<file path="src/design/wssv_pkg.sv">
package wssv_pkg;
    // =========================================
    // slope modes
    localparam logic [1:0] WSSV_SLOPE_NONE = 2'h0;
    localparam logic [1:0] WSSV_SLOPE_UP = 2'h1;
    localparam logic [1:0] WSSV_SLOPE_DOWN = 2'h2;
    // =========================================
    // stepper modes
    localparam logic [1:0] WSSV_STEP_OFF = 2'h0;
    localparam logic [1:0] WSSV_STEP_MULTI = 2'h1;
    localparam logic [1:0] WSSV_STEP_SINGLE = 2'h2;
    // =========================================
    // limits and sizes
    localparam int WSSV_NUM_SCHED = 100;
    localparam int WSSV_NUM_STEPPERS = 10;
    localparam int WSSV_STEPS_PER = 10;
    localparam logic [6:0] WSSV_SCHED_MAX = 7'h63;
    localparam logic [6:0] WSSV_SLOPE_MIN = 7'h01;
    localparam logic [6:0] WSSV_SLOPE_MAX = 7'h63;
    localparam logic [13:0] WSSV_COUNT_MAX = 14'h270F;
    localparam int WSSV_END_DIV = 4;
    localparam int WSSV_END_SHIFT = 2;
    localparam int WSSV_VALVES = 8;
    // =========================================
    // weld phase encoding
    typedef enum logic [1:0] {
        WSSV_PH_IDLE = 2'b00,
        WSSV_PH_WELD = 2'b01,
        WSSV_PH_SLOPE = 2'b10,
        WSSV_PH_WAIT = 2'b11
    } wssv_phase_t;
endpackage

</file>
<file path="src/design/wssv_counter.sv">
`timescale 1ns/1ps
`default_nettype none
module wssv_counter
    import wssv_pkg::*;
#(
    parameter int W = 7
) (
    // clock and reset
    input wire logic mclk_i,
    input wire logic rst_n_i,
    // control
    input wire logic load_i,
    input wire logic [W-1:0] load_val_i,
    input wire logic dec_i,
    // state
    output logic [W-1:0] count_o,
    output logic zero_o
);
    logic [W-1:0] cnt_d, cnt_q;

    always_comb begin
        cnt_d = cnt_q;
        if (load_i) begin
            cnt_d = load_val_i;
        end else if (dec_i && cnt_q != '0) begin
            cnt_d = cnt_q - W'(1);
        end
    end

    always_ff @(posedge mclk_i) begin
        if (!rst_n_i) begin
            cnt_q <= '0;
        end else begin
            cnt_q <= cnt_d;
        end
    end

    assign count_o = cnt_q;
    assign zero_o = (cnt_q == '0);
endmodule
`default_nettype wire

</file>
<file path="src/design/wssv_top.sv">
// Operation
// - down-slope ramp starts only after the weld interval ends.
// - in repeat or pulsation, ramp follows only the last impulse.
// - slope cycles are added on top of weld cycles.
// - seam sequences start down-slope when final sloped initiation releases.
// - single-schedule down-slope ends at a quarter of programmed current.
// - current changes each cycle by (start minus end) over slope count.
// - chained schedule gives the end current instead of quarter default.
// - valve code nibbles drive valves 4..1 and 8..5, zero is none.
// - program mode lights lamps from edited code, valves stay off.
// - up to ten steps per stepper in multi mode (100 in single mode), each holding a count 0 to 9999.
// - optional alarm output once the final step completes.
// - after final step, return to start by manual or automatic reset.
// - decrement only on real weld: time, current, both weld switches.
// - multi mode gives stepper n schedules n0 through n9.
// - single mode uses one counter over schedules 0 to 99.
// - a stepper may act as plain weld down-counter.
// - new step selects that step's schedule and its parameters.
// - slope count accepted from 1 to 99 cycles.
// - slope mode zero means no ramp at programmed current.
`timescale 1ns/1ps
`default_nettype none
module wssv_top
    import wssv_pkg::*;
#(
    parameter int NUM_STEPPERS = WSSV_NUM_STEPPERS,
    parameter int STEPS_PER = WSSV_STEPS_PER
) (
    // clock and reset
    input wire logic mclk_i,
    input wire logic rst_n_i,
    // line-frequency cycle tick
    input wire logic cycle_tick_i,
    // sequence control from the sequencer
    input wire logic weld_start_i,
    input wire logic last_impulse_i,
    input wire logic seam_mode_i,
    input wire logic init_held_i,
    input wire logic [6:0] weld_cycles_i,
    input wire logic [6:0] pct_i,
    input wire logic [1:0] slope_mode_i,
    input wire logic [6:0] slope_count_i,
    input wire logic chained_i,
    input wire logic [6:0] next_pct_i,
    // valves
    input wire logic [7:0] valve_code_i,
    input wire logic prog_mode_i,
    input wire logic seq_active_i,
    // weld enable switches
    input wire logic ext_weld_sw_i,
    input wire logic panel_weld_i,
    // stepper configuration
    input wire logic [1:0] step_mode_i,
    input wire logic [3:0] stepper_sel_i,
    input wire logic [6:0] last_step_i,
    input wire logic alarm_en_i,
    input wire logic auto_reset_i,
    input wire logic manual_reset_i,
    // step count programming
    input wire logic cnt_wr_i,
    input wire logic [6:0] cnt_wr_sched_i,
    input wire logic [13:0] cnt_wr_val_i,
    // outputs
    output logic current_on_o,
    output logic [6:0] current_pct_o,
    output logic [WSSV_VALVES-1:0] valve_o,
    output logic [WSSV_VALVES-1:0] lamp_o,
    output logic [6:0] active_sched_o,
    output logic [13:0] step_count_o,
    output logic end_of_stepper_o,
    output logic alarm_o
);
    // =========================================
    // slope engine
    wssv_phase_t ph_d, ph_q;
    logic [6:0] pct_d, pct_q, step_d, step_q, end_d, end_q;
    logic down_d, down_q, last_d, last_q;
    logic [6:0] wc_cnt;
    logic wc_zero, wc_load, wc_dec;
    logic [6:0] sc_cnt;
    logic sc_zero, sc_load, sc_dec;
    logic [6:0] end_pct;
    logic [6:0] slope_n;
    logic weld_done;

    // clamp slope count to its legal window
    always_comb begin
        slope_n = slope_count_i;
        if (slope_n < WSSV_SLOPE_MIN) begin
            slope_n = WSSV_SLOPE_MIN;
        end else if (slope_n > WSSV_SLOPE_MAX) begin
            slope_n = WSSV_SLOPE_MAX;
        end
    end

    // chained schedule supplies the end level, else a quarter of own level
    assign end_pct = chained_i ? next_pct_i : (pct_i >> WSSV_END_SHIFT);

    wssv_counter #(.W(7)) u_weld_cnt (
        .mclk_i(mclk_i),
        .rst_n_i(rst_n_i),
        .load_i(wc_load),
        .load_val_i(weld_cycles_i),
        .dec_i(wc_dec),
        .count_o(wc_cnt),
        .zero_o(wc_zero)
    );

    wssv_counter #(.W(7)) u_slope_cnt (
        .mclk_i(mclk_i),
        .rst_n_i(rst_n_i),
        .load_i(sc_load),
        .load_val_i(slope_n),
        .dec_i(sc_dec),
        .count_o(sc_cnt),
        .zero_o(sc_zero)
    );

    assign weld_done = wc_zero || (wc_cnt == 7'h01 && cycle_tick_i);

    always_comb begin
        ph_d = ph_q;
        pct_d = pct_q;
        step_d = step_q;
        end_d = end_q;
        down_d = down_q;
        last_d = last_q;
        wc_load = 1'b0;
        wc_dec = 1'b0;
        sc_load = 1'b0;
        sc_dec = 1'b0;
        case (ph_q)
            WSSV_PH_IDLE: begin
                if (weld_start_i) begin
                    ph_d = WSSV_PH_WELD;
                    wc_load = 1'b1;
                    pct_d = pct_i;
                    // mode zero never ramps
                    down_d = (slope_mode_i == WSSV_SLOPE_DOWN);
                    last_d = last_impulse_i;
                    end_d = end_pct;
                    // integer divide; remainder is dropped, so the last cycle can stay above the end level
                    step_d = (pct_i > end_pct) ? 7'((pct_i - end_pct) / slope_n) : 7'h00;
                end
            end
            WSSV_PH_WELD: begin
                wc_dec = cycle_tick_i;
                if (weld_done && cycle_tick_i || wc_zero) begin
                    if (!down_q || !last_q) begin
                        // earlier impulses end without a ramp
                        ph_d = WSSV_PH_IDLE;
                    end else if (seam_mode_i) begin
                        ph_d = WSSV_PH_WAIT;
                    end else begin
                        // ramp only after the full weld interval
                        ph_d = WSSV_PH_SLOPE;
                        sc_load = 1'b1;
                    end
                end
            end
            WSSV_PH_WAIT: begin
                // seam holds current until the initiation is let go
                if (!init_held_i) begin
                    ph_d = WSSV_PH_SLOPE;
                    sc_load = 1'b1;
                end
            end
            WSSV_PH_SLOPE: begin
                if (cycle_tick_i) begin
                    sc_dec = 1'b1;
                    pct_d = (pct_q > end_q + step_q) ? 7'(pct_q - step_q) : end_q;
                    if (sc_cnt == 7'h01) begin
                        ph_d = WSSV_PH_IDLE;
                    end
                end
            end
            default: begin
                ph_d = WSSV_PH_IDLE;
            end
        endcase
    end

    always_ff @(posedge mclk_i) begin
        if (!rst_n_i) begin
            ph_q <= WSSV_PH_IDLE;
            pct_q <= 7'h00;
            step_q <= 7'h00;
            end_q <= 7'h00;
            down_q <= 1'b0;
            last_q <= 1'b0;
        end else begin
            ph_q <= ph_d;
            pct_q <= pct_d;
            step_q <= step_d;
            end_q <= end_d;
            down_q <= down_d;
            last_q <= last_d;
        end
    end

    logic on_q;
    always_ff @(posedge mclk_i) begin
        if (!rst_n_i) begin
            on_q <= 1'b0;
        end else begin
            on_q <= (ph_d != WSSV_PH_IDLE);
        end
    end
    assign current_on_o = on_q;
    assign current_pct_o = pct_q;

    // =========================================
    // valves
    wssv_valve_dec u_valves (
        .mclk_i(mclk_i),
        .rst_n_i(rst_n_i),
        .code_i(valve_code_i),
        .prog_mode_i(prog_mode_i),
        .active_i(seq_active_i),
        .valve_o(valve_o),
        .lamp_o(lamp_o)
    );

    // =========================================
    // stepper
    logic [13:0] cnt_mem [WSSV_NUM_SCHED];
    logic [6:0] stp_d [NUM_STEPPERS];
    logic [6:0] stp_q [NUM_STEPPERS];
    logic [13:0] rem_d, rem_q;
    logic eos_d, eos_q, alarm_d, alarm_q;
    logic [6:0] sched_d, sched_q;
    logic real_weld, weld_end, at_last;
    logic [3:0] sel;
    logic [6:0] cur_step, base, lim;

    // only count welds that really carried current
    assign real_weld = weld_cycles_i != 7'h00 && pct_i != 7'h00 && ext_weld_sw_i && panel_weld_i;
    assign weld_end = (ph_q != WSSV_PH_IDLE) && (ph_d == WSSV_PH_IDLE);
    assign sel = (step_mode_i == WSSV_STEP_SINGLE) ? 4'h0 : stepper_sel_i;
    assign cur_step = stp_q[sel];
    assign base = (step_mode_i == WSSV_STEP_MULTI) ? 7'(sel * 10) : 7'h00;
    assign lim = (step_mode_i == WSSV_STEP_MULTI) ? 7'(base + 7'h09) : WSSV_SCHED_MAX;
    assign at_last = cur_step >= last_step_i || cur_step >= lim;

    always_ff @(posedge mclk_i) begin
        if (cnt_wr_i && cnt_wr_val_i <= WSSV_COUNT_MAX && cnt_wr_sched_i <= WSSV_SCHED_MAX) begin
            cnt_mem[cnt_wr_sched_i] <= cnt_wr_val_i;
        end
    end

    always_comb begin
        for (int i = 0; i < NUM_STEPPERS; i++) begin
            stp_d[i] = stp_q[i];
        end
        rem_d = rem_q;
        eos_d = eos_q;
        alarm_d = alarm_q;
        sched_d = sched_q;
        if (step_mode_i == WSSV_STEP_OFF) begin
            eos_d = 1'b0;
            alarm_d = 1'b0;
        end else if (eos_q) begin
            if (manual_reset_i || auto_reset_i) begin
                stp_d[sel] = base;
                rem_d = cnt_mem[base];
                sched_d = base;
                eos_d = 1'b0;
                alarm_d = 1'b0;
            end
        end else if (weld_end && real_weld) begin
            if (rem_q > 14'h0001) begin
                // same step, parameters unchanged
                rem_d = 14'(rem_q - 14'h0001);
            end else if (at_last) begin
                rem_d = 14'h0000;
                eos_d = 1'b1;
                alarm_d = alarm_en_i;
            end else begin
                stp_d[sel] = 7'(cur_step + 7'h01);
                rem_d = cnt_mem[7'(cur_step + 7'h01)];
                // next weld runs this step's whole schedule
                sched_d = 7'(cur_step + 7'h01);
            end
        end else if (rem_q == 14'h0000 && !weld_end) begin
            rem_d = cnt_mem[cur_step];
            sched_d = cur_step;
        end
    end

    always_ff @(posedge mclk_i) begin
        if (!rst_n_i) begin
            for (int i = 0; i < NUM_STEPPERS; i++) begin
                stp_q[i] <= 7'(i * 10);
            end
            rem_q <= 14'h0000;
            eos_q <= 1'b0;
            alarm_q <= 1'b0;
            sched_q <= 7'h00;
        end else begin
            for (int i = 0; i < NUM_STEPPERS; i++) begin
                stp_q[i] <= stp_d[i];
            end
            rem_q <= rem_d;
            eos_q <= eos_d;
            alarm_q <= alarm_d;
            sched_q <= sched_d;
        end
    end

    assign active_sched_o = sched_q;
    assign step_count_o = rem_q;
    assign end_of_stepper_o = eos_q;
    assign alarm_o = alarm_q;

    // =========================================
    // checks
    a_slope_after_weld: assert property (@(posedge mclk_i) disable iff (!rst_n_i)
        (ph_q == WSSV_PH_SLOPE) |-> !$past(ph_q == WSSV_PH_IDLE)) else $error("slope without weld");
    a_no_slope_mode0: assert property (@(posedge mclk_i) disable iff (!rst_n_i)
        (ph_q == WSSV_PH_SLOPE) |-> down_q) else $error("ramp with slope off");
    a_slope_last_only: assert property (@(posedge mclk_i) disable iff (!rst_n_i)
        (ph_q == WSSV_PH_SLOPE) |-> last_q) else $error("ramp between impulses");
    a_seam_waits: assert property (@(posedge mclk_i) disable iff (!rst_n_i)
        (ph_q == WSSV_PH_WAIT && init_held_i) |=> ph_q == WSSV_PH_WAIT) else $error("seam ramp early");
    a_pct_not_below: assert property (@(posedge mclk_i) disable iff (!rst_n_i)
        (ph_q == WSSV_PH_SLOPE) |-> pct_q >= end_q) else $error("current under end level");
    a_end_quarter: assert property (@(posedge mclk_i) disable iff (!rst_n_i)
        (ph_q == WSSV_PH_IDLE && weld_start_i && !chained_i) |=> end_q == $past(pct_i) >> 2)
        else $error("bad default end level");
    a_end_chained: assert property (@(posedge mclk_i) disable iff (!rst_n_i)
        (ph_q == WSSV_PH_IDLE && weld_start_i && chained_i) |=> end_q == $past(next_pct_i))
        else $error("bad chained end level");
    a_no_fake_count: assert property (@(posedge mclk_i) disable iff (!rst_n_i)
        (weld_end && !real_weld && rem_q != 14'h0000) |=> rem_q == $past(rem_q))
        else $error("counted a no-weld");
    a_alarm_needs_end: assert property (@(posedge mclk_i) disable iff (!rst_n_i)
        alarm_o |-> end_of_stepper_o) else $error("alarm without end");
    a_reset_clears: assert property (@(posedge mclk_i) disable iff (!rst_n_i)
        (eos_q && manual_reset_i && step_mode_i != WSSV_STEP_OFF) |=> !eos_q) else $error("reset ignored");

    c_slope_run: cover property (@(posedge mclk_i) ph_q == WSSV_PH_SLOPE ##1 ph_q == WSSV_PH_IDLE);
    c_seam_release: cover property (@(posedge mclk_i) ph_q == WSSV_PH_WAIT ##1 ph_q == WSSV_PH_SLOPE);
    c_step_advance: cover property (@(posedge mclk_i) weld_end && real_weld && rem_q == 14'h0001 && !at_last);
    c_end_alarm: cover property (@(posedge mclk_i) $rose(alarm_o));
endmodule
`default_nettype wire

</file>
<file path="src/design/wssv_valve_dec.sv">
`timescale 1ns/1ps
`default_nettype none
module wssv_valve_dec
    import wssv_pkg::*;
(
    // clock and reset
    input wire logic mclk_i,
    input wire logic rst_n_i,
    // code and mode
    input wire logic [7:0] code_i,
    input wire logic prog_mode_i,
    input wire logic active_i,
    // outputs
    output logic [WSSV_VALVES-1:0] valve_o,
    output logic [WSSV_VALVES-1:0] lamp_o
);
    logic [WSSV_VALVES-1:0] valve_d, valve_q, lamp_d, lamp_q;

    // =========================================
    // decode
    always_comb begin
        // low nibble is valves 4..1, high nibble valves 8..5; bit order matches valve number
        lamp_d = code_i;
        valve_d = code_i;
        if (prog_mode_i) begin
            // lamps preview the edited code but solenoids stay dead
            valve_d = '0;
        end else if (!active_i) begin
            valve_d = '0;
            lamp_d = '0;
        end
    end

    always_ff @(posedge mclk_i) begin
        if (!rst_n_i) begin
            valve_q <= '0;
            lamp_q <= '0;
        end else begin
            valve_q <= valve_d;
            lamp_q <= lamp_d;
        end
    end

    assign valve_o = valve_q;
    assign lamp_o = lamp_q;

    a_prog_valves_off: assert property (@(posedge mclk_i) disable iff (!rst_n_i)
        prog_mode_i |=> valve_o == '0) else $error("valve energized in program mode");
    a_lamp_follow_code: assert property (@(posedge mclk_i) disable iff (!rst_n_i)
        prog_mode_i |=> lamp_o == $past(code_i)) else $error("lamps differ from code");
endmodule
`default_nettype wire

</file>
<file path="config.mk">
export PLATFORM = sky130hd
export DESIGN_NAME = wssv_top
export DESIGN_NICKNAME = d
export VERILOG_FILES = /design/src/design/wssv_pkg.sv /design/src/design/wssv_counter.sv /design/src/design/wssv_top.sv /design/src/design/wssv_valve_dec.sv
export SDC_FILE = /design/constraint.sdc
export NUM_CORES = 2
export LEC_CHECK = 0
export BUFFER_PORTS_ARGS = -buffer_cell sky130_fd_sc_hd__buf_2
export CAP_MARGIN = 10
export CORE_ASPECT_RATIO = 1.2
export CORE_MARGIN = 1
export CORE_UTILIZATION = 25
export CTS_BUF_LIST = sky130_fd_sc_hd__clkbuf_2
export DETAILED_ROUTE_END_ITERATION = 6
export PLACE_DENSITY = 0.38
export SYNTH_ARGS = -nofsm -noshare
export SYNTH_HDL_FRONTEND = slang
export SYNTH_SLANG_ARGS = --single-unit
</file>
<file path="constraint.sdc">
create_clock -name mclk_i -period 13.2 [get_ports mclk_i]
set_clock_uncertainty 0.15 [all_clocks]
set_input_delay 0.66 -clock mclk_i [delete_from_list [all_inputs] [get_ports mclk_i]]
set_output_delay 0.66 -clock mclk_i [all_outputs]
set_load 0.1 [all_outputs]
</file>
==> summary by stage <==
Run status
The run finished with clean final reports.

Logic synthesis
The primary flip-flop cell chosen by synthesis mapping is edfxtp_1. After synthesis, the share of flip-flops with an asynchronous set or reset is 0. In this run the cell area of the synthesized design comes to 0.0829 mm².

A synthesized cell averages 11.4 µm². The total of warnings raised by yosys is 0. The synthesized net count is between 7000 and 8000. The synthesized design contains between 1000 and 1500 enable-type register cells.

The number of distinct standard cells referenced by the synthesized netlist is 90. In the synthesized netlist, the number of instances is 7303. The share of the Yosys chip area taken by registers is 0.543.

The number of storage elements in the synthesis netlist is approximately 1500.

Critical path
The slowest stage cell on the critical path is dlygate4sd3_1. At the worst endpoint, the required time is ~15 ns. In this design, the stage delay of the slowest critical-path cell is between 0.5 and 0.6 ns.

The worst flop-to-flop path endpoint is step_count_o[0]. By startpoint and endpoint, the worst setup path is classified as input port to flop. Along the worst path, the maximum fanout reaches 10.

The worst register-to-register path begins at stp_q[8][3]. Across all register-to-register paths, the minimum setup slack is about 5.8 ns. The cell repeated most along the worst path is o21a_1.

The kind of start point of the critical path is an input port. The critical path startpoint is next_pct_i[0]. The termination of the worst setup path is step_q[0]. STA classifies the critical path endpoint as a flop. For the worst flop-to-flop path, the logic depth is 17. Data on the critical path arrives at its endpoint at about 14 ns.

Pwr
Total power for the finished layout comes to 12.2 mW. The clock network fraction of design power is 0.302. The internal portion of the total power is ~7.6 mW. In this run the static leakage power is 33.2 nW. The share of total power in combinational logic is 0.247. The maximum vdd drop is 0.0000975 V. The sequential share of power is 0.451.

The switching component of the power is roughly 4.6 mW. The power density relative to cell area is between 100 and 150 mW/mm². The net switching share of the total power is 0.378.

Floorplanning
After floorplanning, the core was sized to cover 0.330 mm². The boundary pin count is ~140. The site row count is roughly 230. The floorplan step set the die width to ~530 µm. In this run the vertical extent of the chip is 633 µm. The initial core utilization is 0.251. The floorplan die area is 0.334 mm².

STA
The final count of pins violating max slew is 0. The timing-limited maximum frequency is a little over 80 MHz. Setup violations remaining at the end of the flow were counted as 0. The transition time at the pin with the least slew margin is 1.43 ns. Dividing the final minimum period by the clock period gives 0.919. The hold violation count in the final report is 0. The final setup slack of the worst path is between 1 and 1.5 ns. The setup TNS after final layout is 0 ns. The tightest slew margin relative to the limit is 0.0348. Setup repair after global routing left no endpoint under its margin. The final critical-path required period is about 12 ns.

Clock network
The count of buffers added by post-CTS timing repair for setup is 0. Gates resized during post-CTS repair numbered 0. Clock latency on the worst-skew pair, taken at its later pin, is about 1.9 ns. The H-tree depth reported by CTS is 5. Clock-pin slew was measured on the worst setup and hold paths at approximately 0.10 ns.

TritonCTS built the clock tree. The longest clock path from root to sink contains 4 buffers. The clock sink count is around 1500. The post-cts hold buffer count is around 270. TritonCTS created approximately 420 clock buffers. The buffer type at the clock tree root is clkbuf_2.

Placement
The setup slack after placement is 0.767 ns. The total half-perimeter wirelength after legalization and detailed placement is roughly 280000 µm. The total cell area at the placement stage is about 0.090 mm². Input and output buffers added on the ports amount to 134. The final weighted congestion of routability-driven global placement is 0.945.

Global route
The initial antenna violation count is 47. The number of global-route vias before repair came to 68880. The total congestion overflow after global routing is 0. The all-layer global routing usage is 0.257.

The largest net degree at the start of global routing is 106. The first global-routing pass estimated about 590000 µm of wire.

Final layout
The library cell used most frequently in the layout, excluding fill and tap cells, is nand2_1. In the final layout, the share of cells above drive strength 1 is 0.206. The fill cell total of the finished layout is around 34000. The sequential cells in the finished layout cover a total of roughly 0.045 mm². At the end of the flow the core is filled with cells to 0.292.

In the final layout, the multi-input gates occupy 0.0357 mm². Leaving out fill and tap cells, the most frequent cells in the layout are nand2_1, edfxtp_1, nand3_1. The area growth from synthesis to layout is 16.2%. The number of nets in the finished design is about 8000. The finished cells cover 0.0964 mm².

Detailed routing
The number of DRC markers in iteration 0 is between 8000 and 9000. The routed length per instance is 35.0 µm. The count of nets left with antenna violations after detail routing is 0. The vias per cell is approximately 5.6. The count of vias placed by the detailed router is around 71000. The total detailed-routing wirelength is between 400000 and 500000 µm.

For this run, design rule violations remaining after detail routing come to 0. The pre-antenna-repair detailed-routing pass consisted of 6 iterations.

Min path
The worst hold path belongs to the class input port to flop.

Run
Max-cap violations in this run came to 0.
[stage by stage]
step / instances / hold WS, ns
global placement: 11585 / 0.292
CTS: 12611 / 0.0113
detailed placement: 11586 / 0.293
finish: 12639 / 0.259
global route: 12623 / 0.186
floorplan: 7303 / 0.283
[worst max-delay path: cells and delay by family]
family,cells,cell delay [ns]
mux,3,0.87
xor+xnor,1,0.17
fa+ha+maj,9,2.75
compound gates,32,5.56
simple gates,11,1.31
buf+inv,7,2.20
[cells in the mapped netlist (51+ instances only)]
master,instances,area (µm²)
buf_1,88,330
buf_4,51,383
edfxtp_1,1400,42000
and3_1,104,651
o21ai_0,148,741
clkbuf_1,254,953
mux2i_1,299,2990
dfxtp_1,149,2980
a311oi_1,114,998
a31oi_1,109,682
nor3_1,64,320
a211oi_1,64,480
nand3_1,706,3530
nor2_1,322,1210
buf_2,169,846
a21oi_1,297,1490
ha_1,80,1000
nand2_1,1713,6430
mux4_2,371,8360
o221ai_1,198,1730
[flip-flops by register name (all words and copies together), names as in the netlist, 7 cells and up]
name	flops
active_sched_o	7
current_pct_o	7
u_valves.valve_o	8
u_valves.lamp_o	8
u_weld_cnt.count_o	7
end_q	7
step_count_o	14
step_q	7
u_slope_cnt.count_o	7
cnt_mem	1400
stp_q	70
[power groups by stage]
stage | logic, mW | clock network, mW | registers, mW
4_1_cts | 2.93 | 3.78 | 5.48
3_3_place_gp | 2.84 | 0 | 5.59
6_report | 3.00 | 3.68 | 5.49
5_1_grt | 3.07 | 3.96 | 5.49
3_5_place_dp | 2.83 | 0 | 5.59
2_1_floorplan | 1.29 | 0 | 5.76
[routing by layer]
layer	GRT usage	routed length (µm)
met1	0.315	169000
met2	0.411	202000
met3	0.0491	37500
met4	0.171	33500
met5	0	121
[cells by family after synthesis]
group           count (synthesis)  share of synthesized area
flops                        1549                      0.543
compound gates               1203                      0.101
mux                           705                      0.142
buf+inv                       634                     0.0355
fa+ha+maj                      84                     0.0130
simple gates                 3071                      0.159
xor+xnor                       57                    0.00665
[final cells by class]
cell class | count | share of cell area
Clock inverter | 132 | 0.00726
Inverter | 51 | 0.00230
Sequential cell | 1549 | 0.467
Multi-Input combinational cell | 5120 | 0.370
Antenna cell | 26 | 0.000675
Tap cell | 4427 | 0.0575
Timing Repair Buffer | 708 | 0.0624
Clock buffer | 626 | 0.0325
[worst min path at each step]
stage / from / end / slack (ns) / depth (start not counted)
2_1_floorplan: stp_q[4][0] / stp_q[4][0] / 0.28 / 2
3_3_place_gp: stp_q[5][2] / stp_q[5][2] / 0.29 / 2
3_5_place_dp: stp_q[4][2] / stp_q[4][2] / 0.29 / 2
4_1_cts: slope_count_i[6] / step_q[0] / 0.01 / 9
5_1_grt: cycle_tick_i / ph_q[1] / 0.19 / 6
6_report: cnt_wr_sched_i[0] / cnt_mem[45][13] / 0.26 / 6
No activity file was read; power rests on OpenSTA's default activity.
